[config.mk]
export PLATFORM = sky130hd
export DESIGN_NAME = sod_decoder
export DESIGN_NICKNAME = d
export VERILOG_FILES = /design/src/rtl/sod_areg_mem.v /design/src/rtl/sod_decoder.v /design/src/rtl/sod_mode_chk.v
export VERILOG_INCLUDE_DIRS = /design/src /design/src/rtl
export SDC_FILE = /design/constraint.sdc
export NUM_CORES = 1
export LEC_CHECK = 0
export ABC_AREA = 1
export BUFFER_PORTS_ARGS = -buffer_cell sky130_fd_sc_hd__buf_2
export CORE_ASPECT_RATIO = 2
export CORE_MARGIN = 1
export CORE_UTILIZATION = 53
export DETAILED_ROUTE_END_ITERATION = 8
export PLACE_DENSITY = 0.74
export SYNTH_ARGS = -nofsm -noshare
export SYNTH_HDL_FRONTEND = slang
export SYNTH_SLANG_ARGS = --single-unit
[constraint.sdc]
create_clock -name mclk -period 5.3 [get_ports mclk]
set_clock_uncertainty 0.15 [all_clocks]
set_input_delay 0 -clock mclk [delete_from_list [all_inputs] [get_ports mclk]]
set_output_delay 0 -clock mclk [all_outputs]
set_load 0.005 [all_outputs]
[src/rtl/sod_map.vh]
`ifndef SOD_MAP_VH
`define SOD_MAP_VH

// ----------------------------------------
// Instruction word fields
// ----------------------------------------
`define SOD_F_ITYPE     1:0
`define SOD_F_PRIM      31:28
`define SOD_F_SEC       31:29
`define SOD_F_OPTIONAL_COND_DEST      5:4
`define SOD_B_CWE       6
`define SOD_B_PINC      25
`define SOD_F_ALO       27:26
`define SOD_B_AHI       2
`define SOD_F_LOFF      16:9
`define SOD_F_SHORT_WORD_DEST      7:2
`define SOD_F_LONG_WORD_DEST      8:2
`define SOD_B_DTYPE     3
`define SOD_F_SSRC1     14:9
`define SOD_F_LSRC1     15:9
`define SOD_F_SSH_MODE  14:13
`define SOD_F_SSH_OFF   12:9
`define SOD_F_LSH_MODE  15:14
`define SOD_F_LSH_OFF   13:9

// ----------------------------------------
// Instruction types
// ----------------------------------------
`define SOD_W0_SHORT    2'h0
`define SOD_W0_SCTL     2'h2
`define SOD_W0_LCTL     2'h3
`define SOD_W1_IMM      2'h3
`define SOD_IT_SN       3'h0
`define SOD_IT_LN       3'h1
`define SOD_IT_LI       3'h2
`define SOD_IT_SC       3'h3
`define SOD_IT_LC       3'h4

// ----------------------------------------
// Valid primary opcodes per instruction type (bit n = primary n)
// ----------------------------------------
`define SOD_MASK_SN     16'hDBFE
`define SOD_MASK_LI     16'hF8DE
`define SOD_MASK_SC     16'h0A00
`define SOD_MASK_LC     16'h3FFF
`define SOD_MASK_LN0    16'hFFFF
`define SOD_MASK_LN1    16'hECC3
`define SOD_MASK_LN2    16'hF6C3
`define SOD_MASK_LN3    16'hFECB
`define SOD_MASK_LN4    16'hFEC9
`define SOD_MASK_LN5    16'hEEC9
`define SOD_MASK_LN6    16'hEEC9
`define SOD_MASK_LN7    16'hECC9
`define SOD_PRIM_MUL    4'h4
`define SOD_SEC_ZERO    3'h0

// ----------------------------------------
// Operand kinds from the predecoder
// ----------------------------------------
`define SOD_CK_NONE     2'h0
`define SOD_CK_FORCED   2'h1
`define SOD_CK_OPT      2'h2
`define SOD_MK_NONE     2'h0
`define SOD_MK_DIRECT   2'h1
`define SOD_MK_INDIR    2'h2
`define SOD_MK_SHARED   2'h3
`define SOD_SK_WORD     3'h0
`define SOD_SK_HALF     3'h1
`define SOD_SK_UHALF    3'h2
`define SOD_SK_SHALF    3'h3
`define SOD_SK_BYTE     3'h4
`define SOD_DS_NONE     3'h0
`define SOD_DS_WORD     3'h1
`define SOD_DS_HALF     3'h2
`define SOD_DS_PAIR     3'h3
`define SOD_DS_QUAD     3'h4

// ----------------------------------------
// Shared access modes and scale shifts
// ----------------------------------------
`define SOD_SM_U8       2'h0
`define SOD_SM_U16      2'h1
`define SOD_SM_S16      2'h2
`define SOD_SM_B32      2'h3
`define SOD_SH_1        2'h0
`define SOD_SH_2        2'h1
`define SOD_SH_4        2'h2

// ----------------------------------------
// Destination modes and special values
// ----------------------------------------
`define SOD_DM_NONE     2'h0
`define SOD_DM_REG      2'h1
`define SOD_DM_OSPACE   2'h2
`define SOD_DM_DISCARD  2'h3
`define SOD_DST_DISCARD 7'h7F
`define SOD_AREG_ZERO   3'h0
`define SOD_AREG_NOPI5  3'h5
`define SOD_AREG_NOPI6  3'h6

// ----------------------------------------
// Decode error codes
// ----------------------------------------
`define SOD_ERR_NONE    3'h0
`define SOD_ERR_OPCODE  3'h1
`define SOD_ERR_POSTINC 3'h2
`define SOD_ERR_SIZE    3'h3
`define SOD_ERR_SIGN    3'h4
`define SOD_ERR_BYTE    3'h5
`define SOD_ERR_ALIGN   3'h6

// ----------------------------------------
// APB register map
// ----------------------------------------
`define SOD_A_CTRL      8'h00
`define SOD_A_STAT      8'h04
`define SOD_A_ERRCNT    8'h08
`define SOD_F_AREG_PAGE 7:5
`define SOD_AREG_PAGE   3'h1
`define SOD_F_AREG_IDX  4:2
`define SOD_F_WORD_LSB  1:0
`define SOD_CTRL_RST    1'h1

`endif

[src/rtl/sod_areg_mem.v]
`timescale 1ns/1ps
`include "sod_map.vh"

module sod_areg_mem (
  // Clock and reset
  input  wire        mclk,
  input  wire        nrst,
  // Write port
  input  wire        we,
  input  wire [2:0]  waddr,
  input  wire [31:0] wdata,
  // Registered read port
  input  wire [2:0]  raddr,
  output reg  [31:0] rdata
);

  reg [31:0] mem [0:7];

  always @(posedge mclk) begin
    if (we) begin
      mem[waddr] <= wdata;
    end
  end

  // Entry zero always reads zero so indirect access through it acts direct
  always @(posedge mclk) begin
    if (!nrst) begin
      rdata <= 32'h0;
    end else if (raddr == `SOD_AREG_ZERO) begin
      rdata <= 32'h0;
    end else begin
      rdata <= mem[raddr];
    end
  end

endmodule

[src/rtl/sod_decoder.v]
// Local design decisions: the APB interface to the registers and the register addresses.
`timescale 1ns/1ps
`include "sod_map.vh"

module sod_decoder (
  // Clock and reset
  input  wire        mclk,
  input  wire        nrst,
  // APB slave
  input  wire        psel,
  input  wire        penable,
  input  wire        pwrite,
  input  wire [7:0]  paddr,
  input  wire [31:0] pwdata,
  output reg  [31:0] prdata,
  output reg         pready,
  output reg         pslverr,
  // Fetch side
  input  wire        in_valid,
  output reg         in_ready,
  input  wire [31:0] in_word0,
  input  wire [31:0] in_word1,
  input  wire [1:0]  in_cond_kind,
  input  wire [1:0]  in_mem_kind,
  input  wire [1:0]  in_mem_shift,
  input  wire        in_long_off,
  input  wire [2:0]  in_src_kind,
  input  wire        in_is_cvt,
  input  wire [2:0]  in_dst_size,
  // Execute side
  input  wire        acc_done,
  output reg         iss_valid,
  output reg  [6:0]  iss_group,
  output reg         iss_is_mul,
  output reg  [2:0]  iss_itype,
  output reg         cond_we,
  output reg  [1:0]  cond_idx,
  output reg  [1:0]  dst_mode,
  output reg  [6:0]  dst_reg,
  output reg         dst_dup_half,
  output reg  [31:0] dst_oaddr,
  output reg         mem_valid,
  output reg  [31:0] mem_addr,
  output reg  [1:0]  mem_mode,
  output reg  [1:0]  mem_shift,
  output reg         mem_postinc,
  output reg  [2:0]  mem_areg,
  // Exception side
  output reg         err_valid,
  output reg  [2:0]  err_code
);

  // ----------------------------------------
  // States
  // ----------------------------------------
  localparam ST_IDLE   = 2'b00;
  localparam ST_DECODE = 2'b01;
  localparam ST_WAIT   = 2'b10;

  // ----------------------------------------
  // Functions
  // ----------------------------------------
  function [2:0] itype_of;
    input [31:0] w0;
    input [31:0] w1;
    begin
      case (w0[`SOD_F_ITYPE])
        `SOD_W0_SHORT: itype_of = `SOD_IT_SN;
        `SOD_W0_SCTL:  itype_of = `SOD_IT_SC;
        `SOD_W0_LCTL:  itype_of = `SOD_IT_LC;
        default:       itype_of = (w1[`SOD_F_ITYPE] == `SOD_W1_IMM) ? `SOD_IT_LI : `SOD_IT_LN;
      endcase
    end
  endfunction

  function [2:0] areg_sel;
    input [2:0]  it;
    input [31:0] w0;
    input [31:0] w1;
    begin
      if (it == `SOD_IT_LN) begin
        areg_sel = {w1[`SOD_B_AHI], w0[`SOD_F_ALO]};
      end else begin
        areg_sel = {1'b0, w0[`SOD_F_ALO]};
      end
    end
  endfunction

  function [1:0] mode_shift;
    input [1:0] m;
    begin
      case (m)
        `SOD_SM_U8:  mode_shift = `SOD_SH_1;
        `SOD_SM_B32: mode_shift = `SOD_SH_4;
        default:     mode_shift = `SOD_SH_2;
      endcase
    end
  endfunction

  function [31:0] scaled;
    input [7:0] off;
    input [1:0] sh;
    begin
      scaled = {24'h0, off} << sh;
    end
  endfunction

  function opc_ok;
    input [2:0] it;
    input [3:0] p;
    input [2:0] s;
    reg   [15:0] m;
    begin
      case (it)
        `SOD_IT_SN: m = `SOD_MASK_SN;
        `SOD_IT_LI: m = (s == `SOD_SEC_ZERO) ? `SOD_MASK_LI : 16'h0000;
        `SOD_IT_SC: m = `SOD_MASK_SC;
        `SOD_IT_LC: m = `SOD_MASK_LC;
        default: begin
          case (s)
            3'h0:    m = `SOD_MASK_LN0;
            3'h1:    m = `SOD_MASK_LN1;
            3'h2:    m = `SOD_MASK_LN2;
            3'h3:    m = `SOD_MASK_LN3;
            3'h4:    m = `SOD_MASK_LN4;
            3'h5:    m = `SOD_MASK_LN5;
            3'h6:    m = `SOD_MASK_LN6;
            default: m = `SOD_MASK_LN7;
          endcase
        end
      endcase
      opc_ok = m[p];
    end
  endfunction

  // ----------------------------------------
  // Registers
  // ----------------------------------------
  reg [1:0]  st_reg;
  reg [1:0]  st_next;
  reg [31:0] w0_reg;
  reg [31:0] w1_reg;
  reg [2:0]  it_reg;
  reg [1:0]  ck_reg;
  reg [1:0]  mk_reg;
  reg [1:0]  msh_reg;
  reg        loff_reg;
  reg [2:0]  sk_reg;
  reg        cvt_reg;
  reg [2:0]  ds_reg;
  reg [2:0]  inc_idx_reg;
  reg [31:0] inc_val_reg;
  reg        ctrl_en_reg;
  reg [15:0] errcnt_reg;
  reg        apb_rd_reg;

  wire        accept   = in_valid & in_ready;
  wire [31:0] areg_q;
  wire        is_ln    = (it_reg == `SOD_IT_LN);
  wire        is_sd    = (it_reg == `SOD_IT_SN) | (it_reg == `SOD_IT_LI);
  wire [3:0]  prim     = w0_reg[`SOD_F_PRIM];
  wire [2:0]  sec      = is_ln ? w1_reg[`SOD_F_SEC] : `SOD_SEC_ZERO;
  wire [2:0]  sec_raw  = w1_reg[`SOD_F_SEC];
  wire [2:0]  aidx     = areg_sel(it_reg, w0_reg, w1_reg);
  wire        pinc     = w0_reg[`SOD_B_PINC];

  // ----------------------------------------
  // Memory operand decode
  // ----------------------------------------
  wire        shared   = (mk_reg == `SOD_MK_SHARED);
  wire        indirect = (mk_reg == `SOD_MK_INDIR) | shared;
  wire        has_mem  = (mk_reg != `SOD_MK_NONE);
  wire [1:0]  sh_mode  = is_ln ? w0_reg[`SOD_F_LSH_MODE] : w0_reg[`SOD_F_SSH_MODE];
  wire [7:0]  sh_off   = is_ln ? {3'h0, w0_reg[`SOD_F_LSH_OFF]} :
                                 {4'h0, w0_reg[`SOD_F_SSH_OFF]};
  wire [7:0]  pl_off   = loff_reg ? w0_reg[`SOD_F_LOFF] :
                         is_ln    ? {1'b0, w0_reg[`SOD_F_LSRC1]} :
                                    {2'h0, w0_reg[`SOD_F_SSRC1]};
  wire [1:0]  shift    = shared ? mode_shift(sh_mode) : msh_reg;
  wire [31:0] incr     = scaled(shared ? sh_off : pl_off, shift);
  wire [31:0] addr     = !indirect ? incr :
                         pinc      ? areg_q :
                                     areg_q + incr;

  wire e_size;
  wire e_sign;
  wire e_byte;

  sod_mode_chk u_mode_chk (
    .active   (shared),
    .kind     (sk_reg),
    .mode     (sh_mode),
    .is_cvt   (cvt_reg),
    .err_size (e_size),
    .err_sign (e_sign),
    .err_byte (e_byte)
  );

  // ----------------------------------------
  // Destination decode
  // ----------------------------------------
  wire [6:0]  long_word_dest     = w0_reg[`SOD_F_LONG_WORD_DEST];
  wire        dtype    = is_ln & w1_reg[`SOD_B_DTYPE];
  wire        dst_on   = (ds_reg != `SOD_DS_NONE);
  wire        dst_half = (ds_reg == `SOD_DS_HALF);
  reg  [1:0]  dm;
  reg  [6:0]  dr;
  reg  [31:0] doa;
  always @* begin
    dm  = `SOD_DM_NONE;
    dr  = 7'h00;
    doa = 32'h0;
    if (dst_on && is_sd) begin
      dm = `SOD_DM_REG;
      dr = {1'b0, w0_reg[`SOD_F_SHORT_WORD_DEST]};
    end else if (dst_on && is_ln) begin
      dr = long_word_dest;
      if (!dtype) begin
        dm = `SOD_DM_REG;
      end else if (long_word_dest == `SOD_DST_DISCARD) begin
        dm = `SOD_DM_DISCARD;
      end else begin
        dm = `SOD_DM_OSPACE;
        if (dst_half) begin
          doa = {24'h0, long_word_dest[6:1], 2'b00};
        end else begin
          doa = {23'h0, long_word_dest, 2'b00};
        end
      end
    end
  end

  wire e_align = is_ln & (dm == `SOD_DM_REG) &
                 (((ds_reg == `SOD_DS_PAIR) & long_word_dest[0]) |
                  ((ds_reg == `SOD_DS_QUAD) & (long_word_dest[1:0] != 2'b00)));

  // ----------------------------------------
  // Error priority
  // ----------------------------------------
  wire e_opc = !opc_ok(it_reg, prim, sec_raw);
  wire e_pi  = indirect & pinc & ((aidx == `SOD_AREG_ZERO) |
               (aidx == `SOD_AREG_NOPI5) | (aidx == `SOD_AREG_NOPI6));
  reg  [2:0] ecode;
  always @* begin
    if (e_opc) begin
      ecode = `SOD_ERR_OPCODE;
    end else if (e_pi) begin
      ecode = `SOD_ERR_POSTINC;
    end else if (e_size) begin
      ecode = `SOD_ERR_SIZE;
    end else if (e_sign) begin
      ecode = `SOD_ERR_SIGN;
    end else if (e_byte) begin
      ecode = `SOD_ERR_BYTE;
    end else if (e_align) begin
      ecode = `SOD_ERR_ALIGN;
    end else begin
      ecode = `SOD_ERR_NONE;
    end
  end
  wire any_err = (ecode != `SOD_ERR_NONE);
  wire pinc_go = !any_err & indirect & pinc;

  // ----------------------------------------
  // APB decode
  // ----------------------------------------
  wire       hit_areg = (paddr[`SOD_F_AREG_PAGE] == `SOD_AREG_PAGE) &
                        (paddr[`SOD_F_WORD_LSB] == 2'b00);
  wire       hit_ctrl = (paddr == `SOD_A_CTRL);
  wire       hit_stat = (paddr == `SOD_A_STAT);
  wire       hit_cnt  = (paddr == `SOD_A_ERRCNT);
  wire       mapped   = hit_areg | hit_ctrl | hit_stat | hit_cnt;
  wire       apb_go   = psel & penable & !pready;
  wire       idle     = (st_reg == ST_IDLE);
  wire       apb_fin  = apb_go & (!hit_areg | (idle & (pwrite | apb_rd_reg)));
  wire       inc_wr   = (st_reg == ST_WAIT) & acc_done;
  wire       apb_awr  = apb_go & hit_areg & pwrite & idle;

  sod_areg_mem u_areg_mem (
    .mclk  (mclk),
    .nrst  (nrst),
    .we    (inc_wr | apb_awr),
    .waddr (inc_wr ? inc_idx_reg : paddr[`SOD_F_AREG_IDX]),
    .wdata (inc_wr ? inc_val_reg : pwdata),
    .raddr (accept ? areg_sel(itype_of(in_word0, in_word1), in_word0, in_word1) :
                     paddr[`SOD_F_AREG_IDX]),
    .rdata (areg_q)
  );

  // ----------------------------------------
  // Sequencer
  // ----------------------------------------
  always @* begin
    case (st_reg)
      ST_IDLE:   st_next = accept ? ST_DECODE : ST_IDLE;
      ST_DECODE: st_next = pinc_go ? ST_WAIT : ST_IDLE;
      ST_WAIT:   st_next = acc_done ? ST_IDLE : ST_WAIT;
      default:   st_next = ST_IDLE;
    endcase
  end

  // Fetch is held off while an address register waits for its increment and
  // while software reaches the address registers, so the read port is never shared
  always @(posedge mclk) begin
    if (!nrst) begin
      st_reg   <= ST_IDLE;
      in_ready <= 1'b0;
    end else begin
      st_reg   <= st_next;
      in_ready <= (st_next == ST_IDLE) & ctrl_en_reg & !(psel & hit_areg);
    end
  end

  always @(posedge mclk) begin
    if (!nrst) begin
      w0_reg   <= 32'h0;
      w1_reg   <= 32'h0;
      it_reg   <= `SOD_IT_SN;
      ck_reg   <= `SOD_CK_NONE;
      mk_reg   <= `SOD_MK_NONE;
      msh_reg  <= `SOD_SH_1;
      loff_reg <= 1'b0;
      sk_reg   <= `SOD_SK_WORD;
      cvt_reg  <= 1'b0;
      ds_reg   <= `SOD_DS_NONE;
    end else if (accept) begin
      w0_reg   <= in_word0;
      w1_reg   <= in_word1;
      it_reg   <= itype_of(in_word0, in_word1);
      ck_reg   <= in_cond_kind;
      mk_reg   <= in_mem_kind;
      msh_reg  <= in_mem_shift;
      loff_reg <= in_long_off;
      sk_reg   <= in_src_kind;
      cvt_reg  <= in_is_cvt;
      ds_reg   <= in_dst_size;
    end
  end

  // Increment is applied only once the execute stage reports the access done
  always @(posedge mclk) begin
    if (!nrst) begin
      inc_idx_reg <= `SOD_AREG_ZERO;
      inc_val_reg <= 32'h0;
    end else if ((st_reg == ST_DECODE) && pinc_go) begin
      inc_idx_reg <= aidx;
      inc_val_reg <= areg_q + incr;
    end
  end

  // ----------------------------------------
  // Issue and error outputs
  // ----------------------------------------
  always @(posedge mclk) begin
    if (!nrst) begin
      iss_valid    <= 1'b0;
      iss_group    <= 7'h00;
      iss_is_mul   <= 1'b0;
      iss_itype    <= `SOD_IT_SN;
      cond_we      <= 1'b0;
      cond_idx     <= 2'h0;
      dst_mode     <= `SOD_DM_NONE;
      dst_reg      <= 7'h00;
      dst_dup_half <= 1'b0;
      dst_oaddr    <= 32'h0;
      mem_valid    <= 1'b0;
      mem_addr     <= 32'h0;
      mem_mode     <= `SOD_SM_U8;
      mem_shift    <= `SOD_SH_1;
      mem_postinc  <= 1'b0;
      mem_areg     <= `SOD_AREG_ZERO;
      err_valid    <= 1'b0;
      err_code     <= `SOD_ERR_NONE;
    end else if (st_reg == ST_DECODE) begin
      iss_valid    <= !any_err;
      err_valid    <= any_err;
      err_code     <= ecode;
      iss_group    <= {sec, prim};
      iss_is_mul   <= (prim == `SOD_PRIM_MUL) & (sec == `SOD_SEC_ZERO) &
                      (is_sd | is_ln);
      iss_itype    <= it_reg;
      cond_idx     <= w1_reg[`SOD_F_OPTIONAL_COND_DEST];
      cond_we      <= !any_err & is_ln & ((ck_reg == `SOD_CK_FORCED) |
                      ((ck_reg == `SOD_CK_OPT) & w1_reg[`SOD_B_CWE]));
      dst_mode     <= dm;
      dst_reg      <= dr;
      dst_dup_half <= (dm == `SOD_DM_OSPACE) & dst_half;
      dst_oaddr    <= doa;
      mem_valid    <= !any_err & has_mem;
      mem_addr     <= addr;
      mem_mode     <= shared ? sh_mode : `SOD_SM_U8;
      mem_shift    <= shift;
      mem_postinc  <= indirect & pinc;
      mem_areg     <= indirect ? aidx : `SOD_AREG_ZERO;
    end else begin
      iss_valid    <= 1'b0;
      err_valid    <= 1'b0;
      cond_we      <= 1'b0;
      mem_valid    <= 1'b0;
    end
  end

  // ----------------------------------------
  // APB registers
  // ----------------------------------------
  always @(posedge mclk) begin
    if (!nrst) begin
      ctrl_en_reg <= `SOD_CTRL_RST;
      errcnt_reg  <= 16'h0000;
      apb_rd_reg  <= 1'b0;
      pready      <= 1'b0;
      pslverr     <= 1'b0;
      prdata      <= 32'h0;
    end else begin
      if ((st_reg == ST_DECODE) && any_err) begin
        errcnt_reg <= errcnt_reg + 16'h0001;
      end
      if (apb_go && hit_ctrl && pwrite) begin
        ctrl_en_reg <= pwdata[0];
      end
      if (pready) begin
        apb_rd_reg <= 1'b0;
      end else if (apb_go && hit_areg && !pwrite && idle) begin
        apb_rd_reg <= 1'b1;
      end
      pready  <= apb_fin;
      pslverr <= apb_fin & !mapped;
      if (apb_fin && !pwrite) begin
        if (hit_areg) begin
          prdata <= areg_q;
        end else if (hit_ctrl) begin
          prdata <= {31'h0, ctrl_en_reg};
        end else if (hit_stat) begin
          prdata <= {27'h0, err_code, st_reg};
        end else if (hit_cnt) begin
          prdata <= {16'h0, errcnt_reg};
        end else begin
          prdata <= 32'h0;
        end
      end
    end
  end

endmodule

[src/rtl/sod_mode_chk.v]
`timescale 1ns/1ps
`include "sod_map.vh"

module sod_mode_chk (
  // Operand under test
  input  wire       active,
  input  wire [2:0] kind,
  input  wire [1:0] mode,
  input  wire       is_cvt,
  // Error flags
  output wire       err_size,
  output wire       err_sign,
  output wire       err_byte
);

  wire is16  = (kind == `SOD_SK_HALF) | (kind == `SOD_SK_UHALF) | (kind == `SOD_SK_SHALF);
  wire byte8 = (kind == `SOD_SK_BYTE);

  assign err_size = active & is16 & (mode == `SOD_SM_B32);
  assign err_sign = active & (((kind == `SOD_SK_UHALF) & (mode == `SOD_SM_S16)) |
                              ((kind == `SOD_SK_SHALF) & (mode == `SOD_SM_U16)));
  // Byte sources only appear on conversions; any wider mode is refused whether is_cvt is set or not
  assign err_byte = active & byte8 & (mode != `SOD_SM_U8) & (is_cvt | 1'b1);

endmodule

==> flow_summary.ini <==
[timing]
timing_worst_slew_pin_value_ns = 1.00
finalSetupViolations = 0
max_slew_margin_pct = 33.0
final_min_period_over_clock_period_pct = 91.7
timing.fmax_ghz = 0.206
finalWorstPathRequiredPeriod_ns = 4.86
unrepaired_setup_endpoints_after_global_routing = false
setup_tns_ns = 0
final_report_hold_violation_count = 0
final_max_slew_viol_count = 0

[clocking]
cts-root-to-sink-buffers = 3
root_buffer = sky130_fd_sc_hd__clkbuf_16
clk_pin_slew_worst_paths_ns = 0.07
number_of_clock_sinks = 501
cts_made_buffers = 41
worstSkewPairLatency_ns = 0.57
cts_max_level = 2
cts_tree = built
cts_repair_resize_count = 0

[setup_path]
r2r_end = inc_val_reg[31]
cp_slowest_stage_delay_ns = 0.60
worst-path-max-fanout = 11
worstPathArrival_ns = 5.17
timing.rr.start = it_reg[0]
crit_path_top_delay_cell = sky130_fd_sc_hd__a21oi_1
crit_family = compound AO/OA/AOI/OAI gates
capture_point_of_the_worst_path = inc_val_reg[31]
timing.critical_path.from_type = flip-flop
path_common_cell = sky130_fd_sc_hd__nand2_1
worst-path-buf-inv = 5
worstSetupPathDepth = 23
rr_worst_depth = 23
critPathKind = reg -> reg
worst_setup_path_startpoint = it_reg[0]
endpoint_kind = flip-flop
critical_path_required_ns = 5.61
regToRegSetupSlack_ns = 0.44
cell_by_cell_trace_of_the_critical_path = inv_2, nor2_2, nand2_2, a21oi_1, inv_1, ha_1, o21ai_0, buf_4, inv_1, o21ai_0, inv_1, o21ai_0, ha_1, nand2_1, nor2_1, nand4_1, or2_2, a21oi_1, nand3_1, nand2_1, nand2_1, nand2_1, nor2_1

[min_path]
hold_class = in -> reg

[finish]
area_of_combinational_cells_with_multiple_inputs_sq_um = 7950
layout-area-overhead-vs-synth_pct = 18.7
largest_reg_flops = 256
nNetsFinal = 2794
sequential_cell_area_sq_um = 12600
fill_cell_total_of_the_finished_layout = 3221
antennaDiodeCount = 0
register_name_with_the_most_flops = u_areg_mem.mem
drive_above_1_share_pct = 13.8
finish.cell_count_without_fillers = 3214

[place]
dpl.cell_count = 3003
hpwl_mm = 43.9
gp_routability_congestion = 0.984
portBuffers = 205

[global_route]
first_pass_grt_wire_length_mm = 100
grt_pass1_vias = 18300
grt_antenna_before_repair = 0
pin_count_of_the_biggest_net_entering_global_routing = 80
global_route_congestion_overflow_total = 0
track_usage_pct = 31.4

[drt]
detailed_router_s_first_iteration_violation_count = 1563
drtAntennaViolNets = 0
route.vias.total = 18500
wl_per_cell_microns = 20.6
wirelength_mm = 66.2
drt_drc_violations_left = 0
route.detailed.vias_per_inst = 5.77
drt_first_pass_iters = 7

[floorplan]
core_area_sq_um = 40300
die_area_sq_um = 41800
num_io_pins = 262
die_height_microns = 288
initial_core_util_pct = 53.8
die_x_microns = 145
fp-row-count = 104

[synthesis]
post-synth-top-area-fraction_pct = 35.4
syn_inst = 2365
synthFlopType = sky130_fd_sc_hd__edfxtp_1
sequential_element_share_of_the_synthesized_area_pct = 58.0
postSynthRegisterBits = 501
synthTopCellsByArea = sky130_fd_sc_hd__edfxtp_1 (35%), sky130_fd_sc_hd__dfxtp_1 (23%), sky130_fd_sc_hd__nand2_1 (6.9%)
synth_async_sr_flop_share_pct = 0
ys_warn_count = 0
syn-mean-instance-area_sq_um = 9.18
cell_area_after_technology_mapping_sq_um = 21700
netlist-cell-type-count = 53
synthDominantAreaCellType = sky130_fd_sc_hd__edfxtp_1
synth_enable_flop_cells = 256

[power]
vdd_drop_max_v = 0.000220
leakage_power_summed_over_all_cells_uw = 0.00980
power_density_relative_to_cell_area_nw_per_um2 = 317

[run_status]
status = finished, final reports clean

[job]
maxCapViolCount = 0
-- cell usage after synthesis, drive strengths merged, types with 19 or more instances --
master	number
nand4	22
inv	141
mux2	31
buf	55
a21oi	153
nand3	91
clkbuf	100
edfxtp	256
nand2	406
xor2	26
o22ai	33
dfxtp	245
o21bai	37
o21ai	297
a31oi	46
nor3	19
nor2	321
-- cell usage in the layout (no fill, tap or decap), types with 4 or more instances in the layout --
master and instances:
sky130_fd_sc_hd__nor3_1 19, sky130_fd_sc_hd__xnor2_1 6, sky130_fd_sc_hd__ha_1 16, sky130_fd_sc_hd__nor4_1 11, sky130_fd_sc_hd__clkbuf_16 42, sky130_fd_sc_hd__o21bai_1 37, sky130_fd_sc_hd__inv_1 133, sky130_fd_sc_hd__nor2_1 310
sky130_fd_sc_hd__o21ai_0 293, sky130_fd_sc_hd__buf_4 34, sky130_fd_sc_hd__xor2_1 26, sky130_fd_sc_hd__nor2_2 10, sky130_fd_sc_hd__o22ai_1 32, sky130_fd_sc_hd__dlygate4sd3_1 136, sky130_fd_sc_hd__a21boi_0 4, sky130_fd_sc_hd__conb_1 25
sky130_fd_sc_hd__clkbuf_1 10, sky130_fd_sc_hd__dfxtp_1 245, sky130_fd_sc_hd__buf_2 204, sky130_fd_sc_hd__nand3_1 90, sky130_fd_sc_hd__a22oi_1 4, sky130_fd_sc_hd__inv_2 9, sky130_fd_sc_hd__nand2_2 8, sky130_fd_sc_hd__nand4_1 21
sky130_fd_sc_hd__a21oi_1 151, sky130_fd_sc_hd__mux2_2 31, sky130_fd_sc_hd__nand2_1 396, sky130_fd_sc_hd__clkinv_1 9, sky130_fd_sc_hd__edfxtp_1 256, sky130_fd_sc_hd__a221oi_1 6, sky130_fd_sc_hd__a31oi_1 46, sky130_fd_sc_hd__clkinv_2 5
sky130_fd_sc_hd__o21a_1 10
-- final cells by class --
class	instances	area share, %
clock buffers	55	4.39
clock inverters	20	0.841
inverters	145	2.11
multi-input cells	1588	30.9
flip-flops and latches	501	48.9
well taps	530	2.58
repair buffers	375	10.3
-- per-stage QoR --
step	power (uW)	setup WS, ns	utilization, %	area, sq um	hold slack (ns)
floorplan	4790	1.29	-	21800	0.0152
global placement	5050	0.764	57.1	23000	0.107
detailed placement	5080	0.643	57.1	23000	0.121
CTS	8150	0.608	63.8	25800	0.0138
global route	8390	0.0430	63.8	25800	0.0977
finish	8150	0.442	63.8	25800	0.0421
-- worst min path at each step --
stage	end	slack (ns)	cells past startpoint	from
final	w0_reg[26]	0.04	5	in_valid
after global routing	w0_reg[26]	0.1	5	in_valid
after CTS	w0_reg[26]	0.01	5	in_valid
after detailed placement	sk_reg[2]	0.12	3	in_src_kind[2]
after global placement	w1_reg[5]	0.11	3	in_word1[5]
after floorplan	ctrl_en_reg	0.02	2	pwdata[0]
-- report_power, final --
part | internal [uW] | switching [uW]
sequential | 4140 | 118
combinational | 301 | 535
clock | 1670 | 1390
total | 6110 | 2050
-- worst reg2reg max path, cell delays in order, from the launching register on --
cell and delay [ns]:
sky130_fd_sc_hd__dfxtp_1 0.43, sky130_fd_sc_hd__inv_2 0.09, sky130_fd_sc_hd__nor2_2 0.11, sky130_fd_sc_hd__nand2_2 0.14, sky130_fd_sc_hd__a21oi_1 0.31, sky130_fd_sc_hd__inv_1 0.13, sky130_fd_sc_hd__ha_1 0.29, sky130_fd_sc_hd__o21ai_0 0.17
sky130_fd_sc_hd__buf_4 0.18, sky130_fd_sc_hd__inv_1 0.11, sky130_fd_sc_hd__o21ai_0 0.20, sky130_fd_sc_hd__inv_1 0.07, sky130_fd_sc_hd__o21ai_0 0.24, sky130_fd_sc_hd__ha_1 0.29, sky130_fd_sc_hd__nand2_1 0.14, sky130_fd_sc_hd__nor2_1 0.14
sky130_fd_sc_hd__nand4_1 0.11, sky130_fd_sc_hd__or2_2 0.33, sky130_fd_sc_hd__a21oi_1 0.60, sky130_fd_sc_hd__nand3_1 0.20, sky130_fd_sc_hd__nand2_1 0.13, sky130_fd_sc_hd__nand2_1 0.06, sky130_fd_sc_hd__nand2_1 0.10, sky130_fd_sc_hd__nor2_1 0.05
-- cell families (layout without fill, tap and decap cells) --
family | count (synthesis) | count (layout) | synth area share [%]
compound gates | 604 | 604 | 15.4
xor+xnor | 32 | 32 | 1.29
fa+ha+maj | 17 | 17 | 1.01
buf+inv | 300 | 595 | 6.04
flops | 501 | 501 | 58.0
mux | 31 | 31 | 1.61
other cells | 1 | 25 | 0.0173
simple gates | 879 | 879 | 16.6
-- metal layers --
metal,vias up,track usage (%),wire length [microns]
met5,-,0,0
met4,0,27.1,5840
met3,260,4.61,4510
met2,904,55.8,33500
met1,8753,32.4,22300
li1,8630,-,-
-- timing repair --
action,in CTS,in global routing
setup endpoints to repair,0,0
hold buffers,136,0
setup buffers,0,0
endpoints found under the hold margin,372,0
No activity file was read; power rests on OpenSTA's default activity.
